### config.mk
export PLATFORM = sky130hd
export DESIGN_NAME = cpbp_packer
export DESIGN_NICKNAME = d
export VERILOG_FILES = /design/src/verilog/cpbp_pkg.sv /design/src/verilog/cpbp_packer.sv /design/src/verilog/cpbp_pair_hold.sv
export VERILOG_INCLUDE_DIRS = /design/src /design/src/verilog
export SDC_FILE = /design/constraint.sdc
export NUM_CORES = 1
export LEC_CHECK = 0
export BUFFER_PORTS_ARGS = -buffer_cell sky130_fd_sc_hd__buf_2
export CAP_MARGIN = 30
export CORE_MARGIN = 10
export CORE_UTILIZATION = 40
export CTS_CLUSTER_SIZE = 20
export DETAILED_ROUTE_END_ITERATION = 12
export HOLD_SLACK_MARGIN = 0.02
export PLACE_DENSITY = 0.71
export SETUP_SLACK_MARGIN = 0.05
export SYNTH_ARGS = -nofsm -noshare
export SYNTH_HDL_FRONTEND = slang
export SYNTH_SLANG_ARGS = --single-unit
### constraint.sdc
create_clock -name REF_CLK -period 2.6 [get_ports REF_CLK]
set_clock_uncertainty 0.1 [all_clocks]
set_input_delay 0.65 -clock REF_CLK [delete_from_list [all_inputs] [get_ports REF_CLK]]
set_output_delay 0.65 -clock REF_CLK [all_outputs]
set_load 0.05 [all_outputs]
### src/verilog/cpbp_cfg.svh
// Purpose: Named constants for the color pixel byte packer.
// Assumes: Included by the package and the design modules by bare name.
// Notes: Definitions only.
`ifndef CPBP_CFG_SVH
`define CPBP_CFG_SVH

// Width of every emitted byte and of each pixel component.
`define CPBP_DW 8
// Width of the column and row counters and of the frame dimensions.
`define CPBP_DIM_W 12
// Chroma zero level in offset binary; flipping the sign bit maps two's complement to it.
`define CPBP_CHROMA_OFS 8'h80
// Reset value of a data byte.
`define CPBP_BYTE_ZERO 8'h00
// Dimension constants.
`define CPBP_DIM_ZERO 12'h000
`define CPBP_DIM_ONE 12'h001

`endif

### src/verilog/cpbp_pkg.sv
// Purpose: Types and shared functions of the color pixel byte packer.
// Assumes: The constants header is on the include path.
// Notes: Nothing here is imported; users write cpbp_pkg::name.
`include "cpbp_cfg.svh"

package cpbp_pkg;

  // ----------------------------------------------------------------------
  // Output format and sequencer state.
  // ----------------------------------------------------------------------
  typedef enum logic {
    MODE_MONO8 = 1'b0,
    MODE_YUYV = 1'b1
  } cpbp_mode_t;

  typedef enum logic [6:0] {
    ST_IDLE = 7'h01,
    ST_MONO = 7'h02,
    ST_EVEN = 7'h04,
    ST_UE = 7'h08,
    ST_ODD = 7'h10,
    ST_VE = 7'h20,
    ST_DROP = 7'h40
  } cpbp_state_t;

  // ----------------------------------------------------------------------
  // Chroma encoding.
  // ----------------------------------------------------------------------
  // Two's complement -128..+127 becomes offset binary with 0x80 as zero.
  function automatic logic [`CPBP_DW-1:0] cpbp_chroma_code(input logic [`CPBP_DW-1:0] sval);
    cpbp_chroma_code = sval ^ `CPBP_CHROMA_OFS;
  endfunction : cpbp_chroma_code

endpackage : cpbp_pkg

### src/verilog/cpbp_packer.sv
// Purpose: Serialises interpolated YUV pixels into a byte stream for the host buffer.
// Assumes: Pixel source and byte sink run on REF_CLK; pixels arrive in raster order.
// Notes: One pixel per two cycles at most; simplicity was preferred over full throughput.
// Function
// (RQ1) YUYV pair goes out as Y even, U even, Y odd, V even.
// (RQ2) Luma for every pixel; chroma only from the even pixel of each pair.
// (RQ3) YUYV luma is unsigned 8-bit, code equals level.
// (RQ4) Chroma is 8-bit offset binary, 0x80 is zero.
// (RQ5) Monochrome uses the same YUV luma, sending only Y.
// (RQ6) Monochrome sends exactly one luma byte per pixel, in order.
// (RQ7) Monochrome luma is unsigned 8-bit, code equals level.
// (RQ8) Each frame starts at row 0, column 0, upper-left corner.
// (RQ9) Pixels run in raster order, ending at the bottom-right pixel.
// (RQ10) An odd pixel count is an error for YUYV frames.
`timescale 1ns/1ps
`include "cpbp_cfg.svh"

module cpbp_packer (
  // Clock and reset.
  input wire logic REF_CLK,
  input wire logic RST_N,
  // Frame setup, sampled on FRAME_START while idle.
  input wire logic FRAME_START,
  input wire logic FRAME_MODE,
  input wire logic [`CPBP_DIM_W-1:0] FRAME_COLS,
  input wire logic [`CPBP_DIM_W-1:0] FRAME_ROWS,
  // Pixel input stream.
  input wire logic PIX_VALID,
  output logic PIX_READY,
  input wire logic [`CPBP_DW-1:0] PIX_Y,
  input wire logic [`CPBP_DW-1:0] PIX_U,
  input wire logic [`CPBP_DW-1:0] PIX_V,
  // Byte output stream.
  output logic BYTE_VALID,
  input wire logic BYTE_READY,
  output logic [`CPBP_DW-1:0] BYTE_DATA,
  output logic BYTE_SOF,
  output logic BYTE_EOF,
  // Status.
  output logic FRAME_BUSY,
  output logic FRAME_ERR
);

  // ----------------------------------------------------------------------
  // Reset release.
  // ----------------------------------------------------------------------
  logic rst_s1_q;
  logic rst_n_q;

  // Assert at once, release after two edges so every flop leaves reset together.
  always_ff @(posedge REF_CLK or negedge RST_N) begin
    if (!RST_N) begin
      rst_s1_q <= 1'b0;
      rst_n_q <= 1'b0;
    end else begin
      rst_s1_q <= 1'b1;
      rst_n_q <= rst_s1_q;
    end
  end

  // ----------------------------------------------------------------------
  // Handshake terms.
  // ----------------------------------------------------------------------
  cpbp_pkg::cpbp_state_t st_q;
  cpbp_pkg::cpbp_mode_t mode_q;
  logic [`CPBP_DIM_W-1:0] cols_q;
  logic [`CPBP_DIM_W-1:0] rows_q;
  logic [`CPBP_DIM_W-1:0] col_q;
  logic [`CPBP_DIM_W-1:0] row_q;
  logic rdy_q;
  logic ov_q;
  logic last_q;
  logic sof_pend_q;
  logic [`CPBP_DW-1:0] u_hold;
  logic [`CPBP_DW-1:0] v_hold;
  logic take;
  logic free;
  logic emit;
  logic load;
  logic is_last;
  logic start_ok;
  logic start_bad;
  logic odd_count;
  logic want;
  logic ov_d;

  assign take = PIX_VALID && rdy_q;
  assign free = !ov_q || BYTE_READY;
  // Chroma bytes need no new pixel, only room in the output register.
  assign emit = ((st_q == cpbp_pkg::ST_UE) || (st_q == cpbp_pkg::ST_VE)) && free;
  assign load = (take && (st_q != cpbp_pkg::ST_DROP)) || emit;
  assign is_last = (col_q == (cols_q - `CPBP_DIM_ONE)) && (row_q == (rows_q - `CPBP_DIM_ONE)); // RQ9
  assign odd_count = FRAME_COLS[0] && FRAME_ROWS[0];
  assign start_bad = (FRAME_COLS == `CPBP_DIM_ZERO) || (FRAME_ROWS == `CPBP_DIM_ZERO) ||
                     ((FRAME_MODE == cpbp_pkg::MODE_YUYV) && odd_count); // RQ10
  assign start_ok = FRAME_START && (st_q == cpbp_pkg::ST_IDLE);
  assign want = (st_q == cpbp_pkg::ST_MONO) || (st_q == cpbp_pkg::ST_EVEN) ||
                (st_q == cpbp_pkg::ST_ODD) || (st_q == cpbp_pkg::ST_DROP);
  assign ov_d = load ? 1'b1 : (BYTE_READY ? 1'b0 : ov_q);

  // ----------------------------------------------------------------------
  // Frame setup.
  // ----------------------------------------------------------------------
  // Setup is latched so the source may change it mid-frame without harm.
  always_ff @(posedge REF_CLK or negedge rst_n_q) begin
    if (!rst_n_q) begin
      mode_q <= cpbp_pkg::MODE_MONO8;
      cols_q <= `CPBP_DIM_ZERO;
      rows_q <= `CPBP_DIM_ZERO;
    end else if (start_ok) begin
      mode_q <= cpbp_pkg::cpbp_mode_t'(FRAME_MODE);
      cols_q <= FRAME_COLS;
      rows_q <= FRAME_ROWS;
    end
  end

  // ----------------------------------------------------------------------
  // Raster position.
  // ----------------------------------------------------------------------
  // Column runs left to right, then the row steps down.
  always_ff @(posedge REF_CLK or negedge rst_n_q) begin
    if (!rst_n_q) begin
      col_q <= `CPBP_DIM_ZERO;
      row_q <= `CPBP_DIM_ZERO;
    end else if (start_ok) begin
      col_q <= `CPBP_DIM_ZERO; // RQ8
      row_q <= `CPBP_DIM_ZERO; // RQ8
    end else if (take) begin
      if (col_q == (cols_q - `CPBP_DIM_ONE)) begin
        col_q <= `CPBP_DIM_ZERO; // RQ9
        row_q <= row_q + `CPBP_DIM_ONE; // RQ9
      end else begin
        col_q <= col_q + `CPBP_DIM_ONE; // RQ9
      end
    end
  end

  // ----------------------------------------------------------------------
  // Sequencer.
  // ----------------------------------------------------------------------
  // A rejected YUYV frame is still drained so the pixel source never hangs.
  always_ff @(posedge REF_CLK or negedge rst_n_q) begin
    if (!rst_n_q) begin
      st_q <= cpbp_pkg::ST_IDLE;
    end else begin
      case (st_q)
        cpbp_pkg::ST_IDLE: begin
          if (start_ok) begin
            if ((FRAME_COLS == `CPBP_DIM_ZERO) || (FRAME_ROWS == `CPBP_DIM_ZERO)) begin
              st_q <= cpbp_pkg::ST_IDLE;
            end else if (start_bad) begin
              st_q <= cpbp_pkg::ST_DROP; // RQ10
            end else if (FRAME_MODE == cpbp_pkg::MODE_YUYV) begin
              st_q <= cpbp_pkg::ST_EVEN;
            end else begin
              st_q <= cpbp_pkg::ST_MONO; // RQ5
            end
          end
        end
        cpbp_pkg::ST_MONO: begin
          if (take && is_last) begin
            st_q <= cpbp_pkg::ST_IDLE; // RQ6
          end
        end
        cpbp_pkg::ST_EVEN: begin
          if (take) begin
            st_q <= cpbp_pkg::ST_UE; // RQ1
          end
        end
        cpbp_pkg::ST_UE: begin
          if (emit) begin
            st_q <= cpbp_pkg::ST_ODD; // RQ1
          end
        end
        cpbp_pkg::ST_ODD: begin
          if (take) begin
            st_q <= cpbp_pkg::ST_VE; // RQ1
          end
        end
        cpbp_pkg::ST_VE: begin
          if (emit) begin
            st_q <= last_q ? cpbp_pkg::ST_IDLE : cpbp_pkg::ST_EVEN; // RQ1
          end
        end
        cpbp_pkg::ST_DROP: begin
          if (take && is_last) begin
            st_q <= cpbp_pkg::ST_IDLE;
          end
        end
        default: begin
          st_q <= cpbp_pkg::ST_IDLE;
        end
      endcase
    end
  end

  // Remembers whether the odd pixel just taken closes the frame.
  always_ff @(posedge REF_CLK or negedge rst_n_q) begin
    if (!rst_n_q) begin
      last_q <= 1'b0;
    end else if (take && (st_q == cpbp_pkg::ST_ODD)) begin
      last_q <= is_last;
    end
  end

  // ----------------------------------------------------------------------
  // Even pixel holding register.
  // ----------------------------------------------------------------------
  cpbp_pair_hold u_hold_even (
    .clk(REF_CLK),
    .rst_n(rst_n_q),
    .load(take && (st_q == cpbp_pkg::ST_EVEN)), // RQ2
    .u_in(PIX_U),
    .v_in(PIX_V),
    .u_code_q(u_hold),
    .v_code_q(v_hold)
  );

  // ----------------------------------------------------------------------
  // Pixel ready.
  // ----------------------------------------------------------------------
  // Except in ST_DROP, ready rises only when the output register will be empty, so a taken pixel always has a slot.
  always_ff @(posedge REF_CLK or negedge rst_n_q) begin
    if (!rst_n_q) begin
      rdy_q <= 1'b0;
    end else begin
      rdy_q <= want && !take && ((st_q == cpbp_pkg::ST_DROP) || !ov_d);
    end
  end

  assign PIX_READY = rdy_q;

  // ----------------------------------------------------------------------
  // Output byte register.
  // ----------------------------------------------------------------------
  always_ff @(posedge REF_CLK or negedge rst_n_q) begin
    if (!rst_n_q) begin
      ov_q <= 1'b0;
    end else begin
      ov_q <= ov_d;
    end
  end

  // Luma leaves unchanged; chroma comes already encoded from the hold register.
  always_ff @(posedge REF_CLK or negedge rst_n_q) begin
    if (!rst_n_q) begin
      BYTE_DATA <= `CPBP_BYTE_ZERO;
      BYTE_EOF <= 1'b0;
    end else if (load) begin
      case (st_q)
        cpbp_pkg::ST_UE: BYTE_DATA <= u_hold; // RQ1 RQ4
        cpbp_pkg::ST_VE: BYTE_DATA <= v_hold; // RQ1 RQ4
        default: BYTE_DATA <= PIX_Y; // RQ3 RQ7 RQ6
      endcase
      BYTE_EOF <= ((st_q == cpbp_pkg::ST_MONO) && is_last) || ((st_q == cpbp_pkg::ST_VE) && last_q);
    end
  end

  // The first byte of a good frame is marked; it carries row 0, column 0.
  always_ff @(posedge REF_CLK or negedge rst_n_q) begin
    if (!rst_n_q) begin
      sof_pend_q <= 1'b0;
      BYTE_SOF <= 1'b0;
    end else begin
      if (start_ok) begin
        sof_pend_q <= 1'b1; // RQ8
      end else if (load) begin
        sof_pend_q <= 1'b0;
      end
      if (load) begin
        BYTE_SOF <= sof_pend_q; // RQ8
      end
    end
  end

  assign BYTE_VALID = ov_q;

  // ----------------------------------------------------------------------
  // Status.
  // ----------------------------------------------------------------------
  // The error stands until the next frame start; busy covers the last byte's drain.
  always_ff @(posedge REF_CLK or negedge rst_n_q) begin
    if (!rst_n_q) begin
      FRAME_ERR <= 1'b0;
      FRAME_BUSY <= 1'b0;
    end else begin
      if (start_ok) begin
        FRAME_ERR <= start_bad; // RQ10
      end
      FRAME_BUSY <= (st_q != cpbp_pkg::ST_IDLE) || start_ok || ov_d;
    end
  end

endmodule : cpbp_packer

### src/verilog/cpbp_pair_hold.sv
// Purpose: Holds the even pixel of a pair until its chroma bytes are sent.
// Assumes: Chroma inputs are two's complement; outputs are offset binary.
// Notes: Outputs come from registers loaded on the even pixel's handshake.
`timescale 1ns/1ps
`include "cpbp_cfg.svh"

module cpbp_pair_hold (
  // Clock and reset.
  input wire logic clk,
  input wire logic rst_n,
  // Capture strobe and even pixel components.
  input wire logic load,
  input wire logic [`CPBP_DW-1:0] u_in,
  input wire logic [`CPBP_DW-1:0] v_in,
  // Encoded chroma of the held pixel.
  output logic [`CPBP_DW-1:0] u_code_q,
  output logic [`CPBP_DW-1:0] v_code_q
);

  // Only the even pixel's chroma is kept; the odd pixel's chroma is discarded by design.
  always_ff @(posedge clk or negedge rst_n) begin
    if (!rst_n) begin
      u_code_q <= `CPBP_CHROMA_OFS;
      v_code_q <= `CPBP_CHROMA_OFS;
    end else if (load) begin
      u_code_q <= cpbp_pkg::cpbp_chroma_code(u_in); // RQ4 RQ2
      v_code_q <= cpbp_pkg::cpbp_chroma_code(v_in); // RQ4 RQ2
    end
  end

endmodule : cpbp_pair_hold

==> metrics.md <==
| Metric | Value |
|---|---|
| Post-Syn Instances | 530 |
| Flops & latches, synth | 89 |
| Final cell utilization of the core | 52.0% |
| TritonCTS Buffers | 9 |
| Warnings, synthesis | 0 |
| Run status | finished with violations |
| Hold crit path type | flip-flop to async pin |
| Source of the critical timing path | cols_q[6] |
| Crit share post-route | 112% |
| NumNets Final | 703 |
| Largest incremental delay on the critical path | 0.55 ns |
| Switch Pwr | between 2 and 3 mW |
| Final critical-path setup slack | -0.308 ns |
| Number of design-rule violations left by the first detailed-router iteration | 347 |
| Diode count | 0 |
| CTS tree | done |
| EDFF count, synth | 0 |
| Net count of the mapped netlist | 588 |
| Primary FF master, synth | sky130_fd_sc_hd__dfrtp_1 |
| Switching Fraction | between 40% and 50% |
| Final number of setup-violating endpoints | 30 |
| Detailed-route wire length | 12900 µm |
| Number of distinct library cells after synthesis | 58 |
| Ordered list of cells on the worst path | or4_4 -> or3_4 -> and4bb_2 -> nor4_4 -> buf_4 -> nor4_4 -> buf_4 -> nand4_1 -> xor2_1 -> nor2_1 |
| Combinational Power Share | 45.9% |
| Clk buf depth | 2 |
| Minimum setup slack among reg-to-reg paths | -0.31 ns |
| GP Congestion | 0.908 |
| Ratio of cells with drive above 1 in the final layout | slightly above 30% |
| Arrival time reported for the critical path endpoint | 3.03 ns |
| Total number of H-tree levels | 3 |
| R2R cell count | 10 |
| Root buf cell | sky130_fd_sc_hd__clkbuf_16 |
| Termination of the worst setup path | row_q[4] |
| Destination of the worst register-to-register timing path | row_q[4] |
| Pin count of the biggest net entering global routing | 47 |
| Number of detailed-routing iterations run before antenna repair | 5 |
| Most frequent standard cell in the layout excluding fill and tap cells | sky130_fd_sc_hd__nand2_1 |
| Required time at the endpoint of the critical path | approximately 2.7 ns |
| Worst Setup Start Kind | flip-flop |
| Launching point of the worst reg2reg path | cols_q[6] |
| Crit Path Class | flip-flop to flip-flop |
| Number of nets with antenna violations after detailed routing | 0 |
| Worst Tran Pin Value | between 0.6 and 0.7 ns |
| Die Y | 130 µm |
| Sequential share of the synthesized area | a little under half |
| Total DRC errors in the routed layout | 0 |
| HPWL reported at the end of detailed placement | 9610 µm |
| Portion of total power attributed to sequential cells | approximately a third |
| Cell types with the largest area share after synthesis | sky130_fd_sc_hd__dfrtp_1 (44%), sky130_fd_sc_hd__nand2_1 (7.4%), sky130_fd_sc_hd__xor2_1 (4.2%) |
| Slew Viols, Final | 0 |
| Via count normalized by instance count | 5.50 |
| Via count of the first global-routing pass | 4463 |
| Post-synth ARST share | 100% |
| Mean instance size in the synthesized netlist | 9.15 µm² |
| Fraction of post-synthesis cell area in the top cell type by area | 44.4% |
| Sinks on Clock Net | 89 |
| Wire length of the first global-routing pass | 21500 µm |
| PortBufs | 67 |
| Number of antenna violations at the first check in global routing | 0 |
| Leakage power | roughly 2.9 nW |
| Library cell with the largest summed area after synthesis | sky130_fd_sc_hd__dfrtp_1 |
| Core ar. | roughly 12000 µm² |
| Reg clk slew, reported paths | around 0.070 ns |
| Cell area after technology mapping | between 4000 and 5000 µm² |
| P&R area growth vs syn | 28.2% |
| Drt wl/cell | 16.1 µm |
| Cell internal power dissipation | 3.98 mW |
| Source-to-sink clock delay at the later pin of the worst-skew pair | between 0.3 and 0.4 ns |
| Slew Limit Headroom | 56.4% |
| Power per cell area | around 1100 nW/µm² |
| Core Rows | 40 |
| Max Cap Viol | 0 |
| Vias | ~4400 |
| Grt ovf | 0 |
| Endpoint kind of the worst setup timing path | flip-flop |
| Commonest cells after routing, fill and taps aside | sky130_fd_sc_hd__nand2_1 (95), sky130_fd_sc_hd__dfrtp_1 (85), sky130_fd_sc_hd__buf_2 (67) |
| Part of the total power dissipated in the clock network | 21.9% |
| Area enclosed by the die boundary | 16900 µm² |
| Violated checks | negative setup slack |
| Hold violation total from the final report | 0 |
| Highest clock frequency the design can meet | 344 MHz |
| RSZ-0062 raised after global routing | true |
| Critical path peak fanout | 5 |
| Total Routing Usage GR | 15.9% |
| Effective utilization at floorplan | 40.5% |
| Highest ir drop seen on vdd | 0.452 mV |
| Shortest clock period the worst path allows after layout | 2.91 ns |
| Post-Place Worst Slack | -0.543 ns |
| I/O Pins | 68 |
| Critical-path cell with the highest stage delay | sky130_fd_sc_hd__or4_4 |
| Die Span X | between 100 and 150 µm |
==> cells in the mapped netlist (all sizes together), types with 2 or more instances <==
master	instances
nand2	96
dfrtp	86
nor2	49
o21ai	24
xor2	23
clkbuf	19
nand3	19
nor3	18
xnor2	16
mux2	15
nor4	15
inv	13
a21oi	11
and3	11
a22oi	10
nand4	10
a31oi	8
or2	8
or3	7
nand2b	6
or4	5
ha	4
o22ai	4
a21o	3
a22o	3
dfstp	3
nand3b	3
nor2b	3
o211ai	3
o311ai	3
o31ai	3
or3b	3
a32oi	2
and2	2
and4	2
and4b	2
nand4b	2
o2111ai	2
==> sequential cells by signal, summed over array words and instances, names as in the netlist, 7 cells and up <==
signal                count
rows_q                   12
cols_q                   12
u_hold_even.v_code_q      8
row_q                    12
u_hold_even.u_code_q      8
st_q                      7
BYTE_DATA                 8
col_q                    12
==> worst min path at each step <==
stage,start,end,slack [ns],cells after the start
after floorplan,rst_s1_q,rst_n_q,0.23,0
after global placement,rst_s1_q,rst_n_q,0.24,0
after detailed placement,rst_s1_q,rst_n_q,0.24,0
after CTS,rst_n_q,u_hold_even.v_code_q[3],0.26,0
after global routing,rst_s1_q,rst_n_q,0.27,0
final,rst_n_q,u_hold_even.v_code_q[3],0.24,0
==> per-layer routing <==
layer / global-route usage, % / share of wire, %
met3: 3.89 / 5.4
met2: 26.2 / 50
met5: 0 / 0
met4: 8.13 / 2.7
met1: 18.8 / 42
==> power by group through the flow <==
stage	clock [mW]	combinational, mW	sequential (mW)
after floorplan	0	1.55	2.50
after global placement	0	2.81	2.14
after detailed placement	0	2.87	2.16
after CTS	1.50	3.01	2.15
after global routing	1.57	3.36	2.22
final	1.47	3.07	2.15
==> kinds of logic after synthesis <==
group | synth area share [%]
other | 0.0773
flip-flops | 46.0
multiplexers | 3.69
XOR/XNOR | 7.04
AND/OR/NAND/NOR | 28.3
buffers and inverters | 2.58
AO/OA/AOI/OAI | 11.3
adder cells (fa/ha/maj) | 1.03
==> cell type report <==
class	instances	area, µm²
Tap cell	147	184
Multi-Input combinational cell	408	2630
Clock inverter	7	108
Timing Repair Buffer	124	790
Inverter	13	48.8
Fill cell	1078	5740
Clock buffer	9	225
Sequential cell	89	2230
==> critical path, delay by kind of cell (launching register included) <==
family,cells,cell delay (ns)
xor gates and xnor gates,1,0.15
DFF,1,0.38
and+or+nand+nor,7,1.79
buffers and inverters,2,0.35
==> what timing repair did <==
item | in CTS | in global routing
setup buffers | 3 | 0
pin swaps | 12 | 8
hold buffers | 1 | 0
hold endpoints to repair | 2 | 0
setup endpoints to repair | 30 | 31
resized for setup | 23 | 8
==> stage by stage <==
stage / std cells / area (µm²) / TNS [ns] / total power, mW / hold WS, ns
floorplan: 530 / 4870 / -5.56 / 4.05 / 0.231
detailed placement: 777 / 5720 / -8.81 / 5.04 / 0.238
global placement: 777 / 5720 / -6.65 / 4.94 / 0.241
finish: 797 / 6220 / -5.81 / 6.68 / 0.236
CTS: 797 / 6190 / -5.14 / 6.66 / 0.262
global route: 797 / 6220 / -9.70 / 7.14 / 0.266
Note: power is estimated with default switching activity, not from simulation.
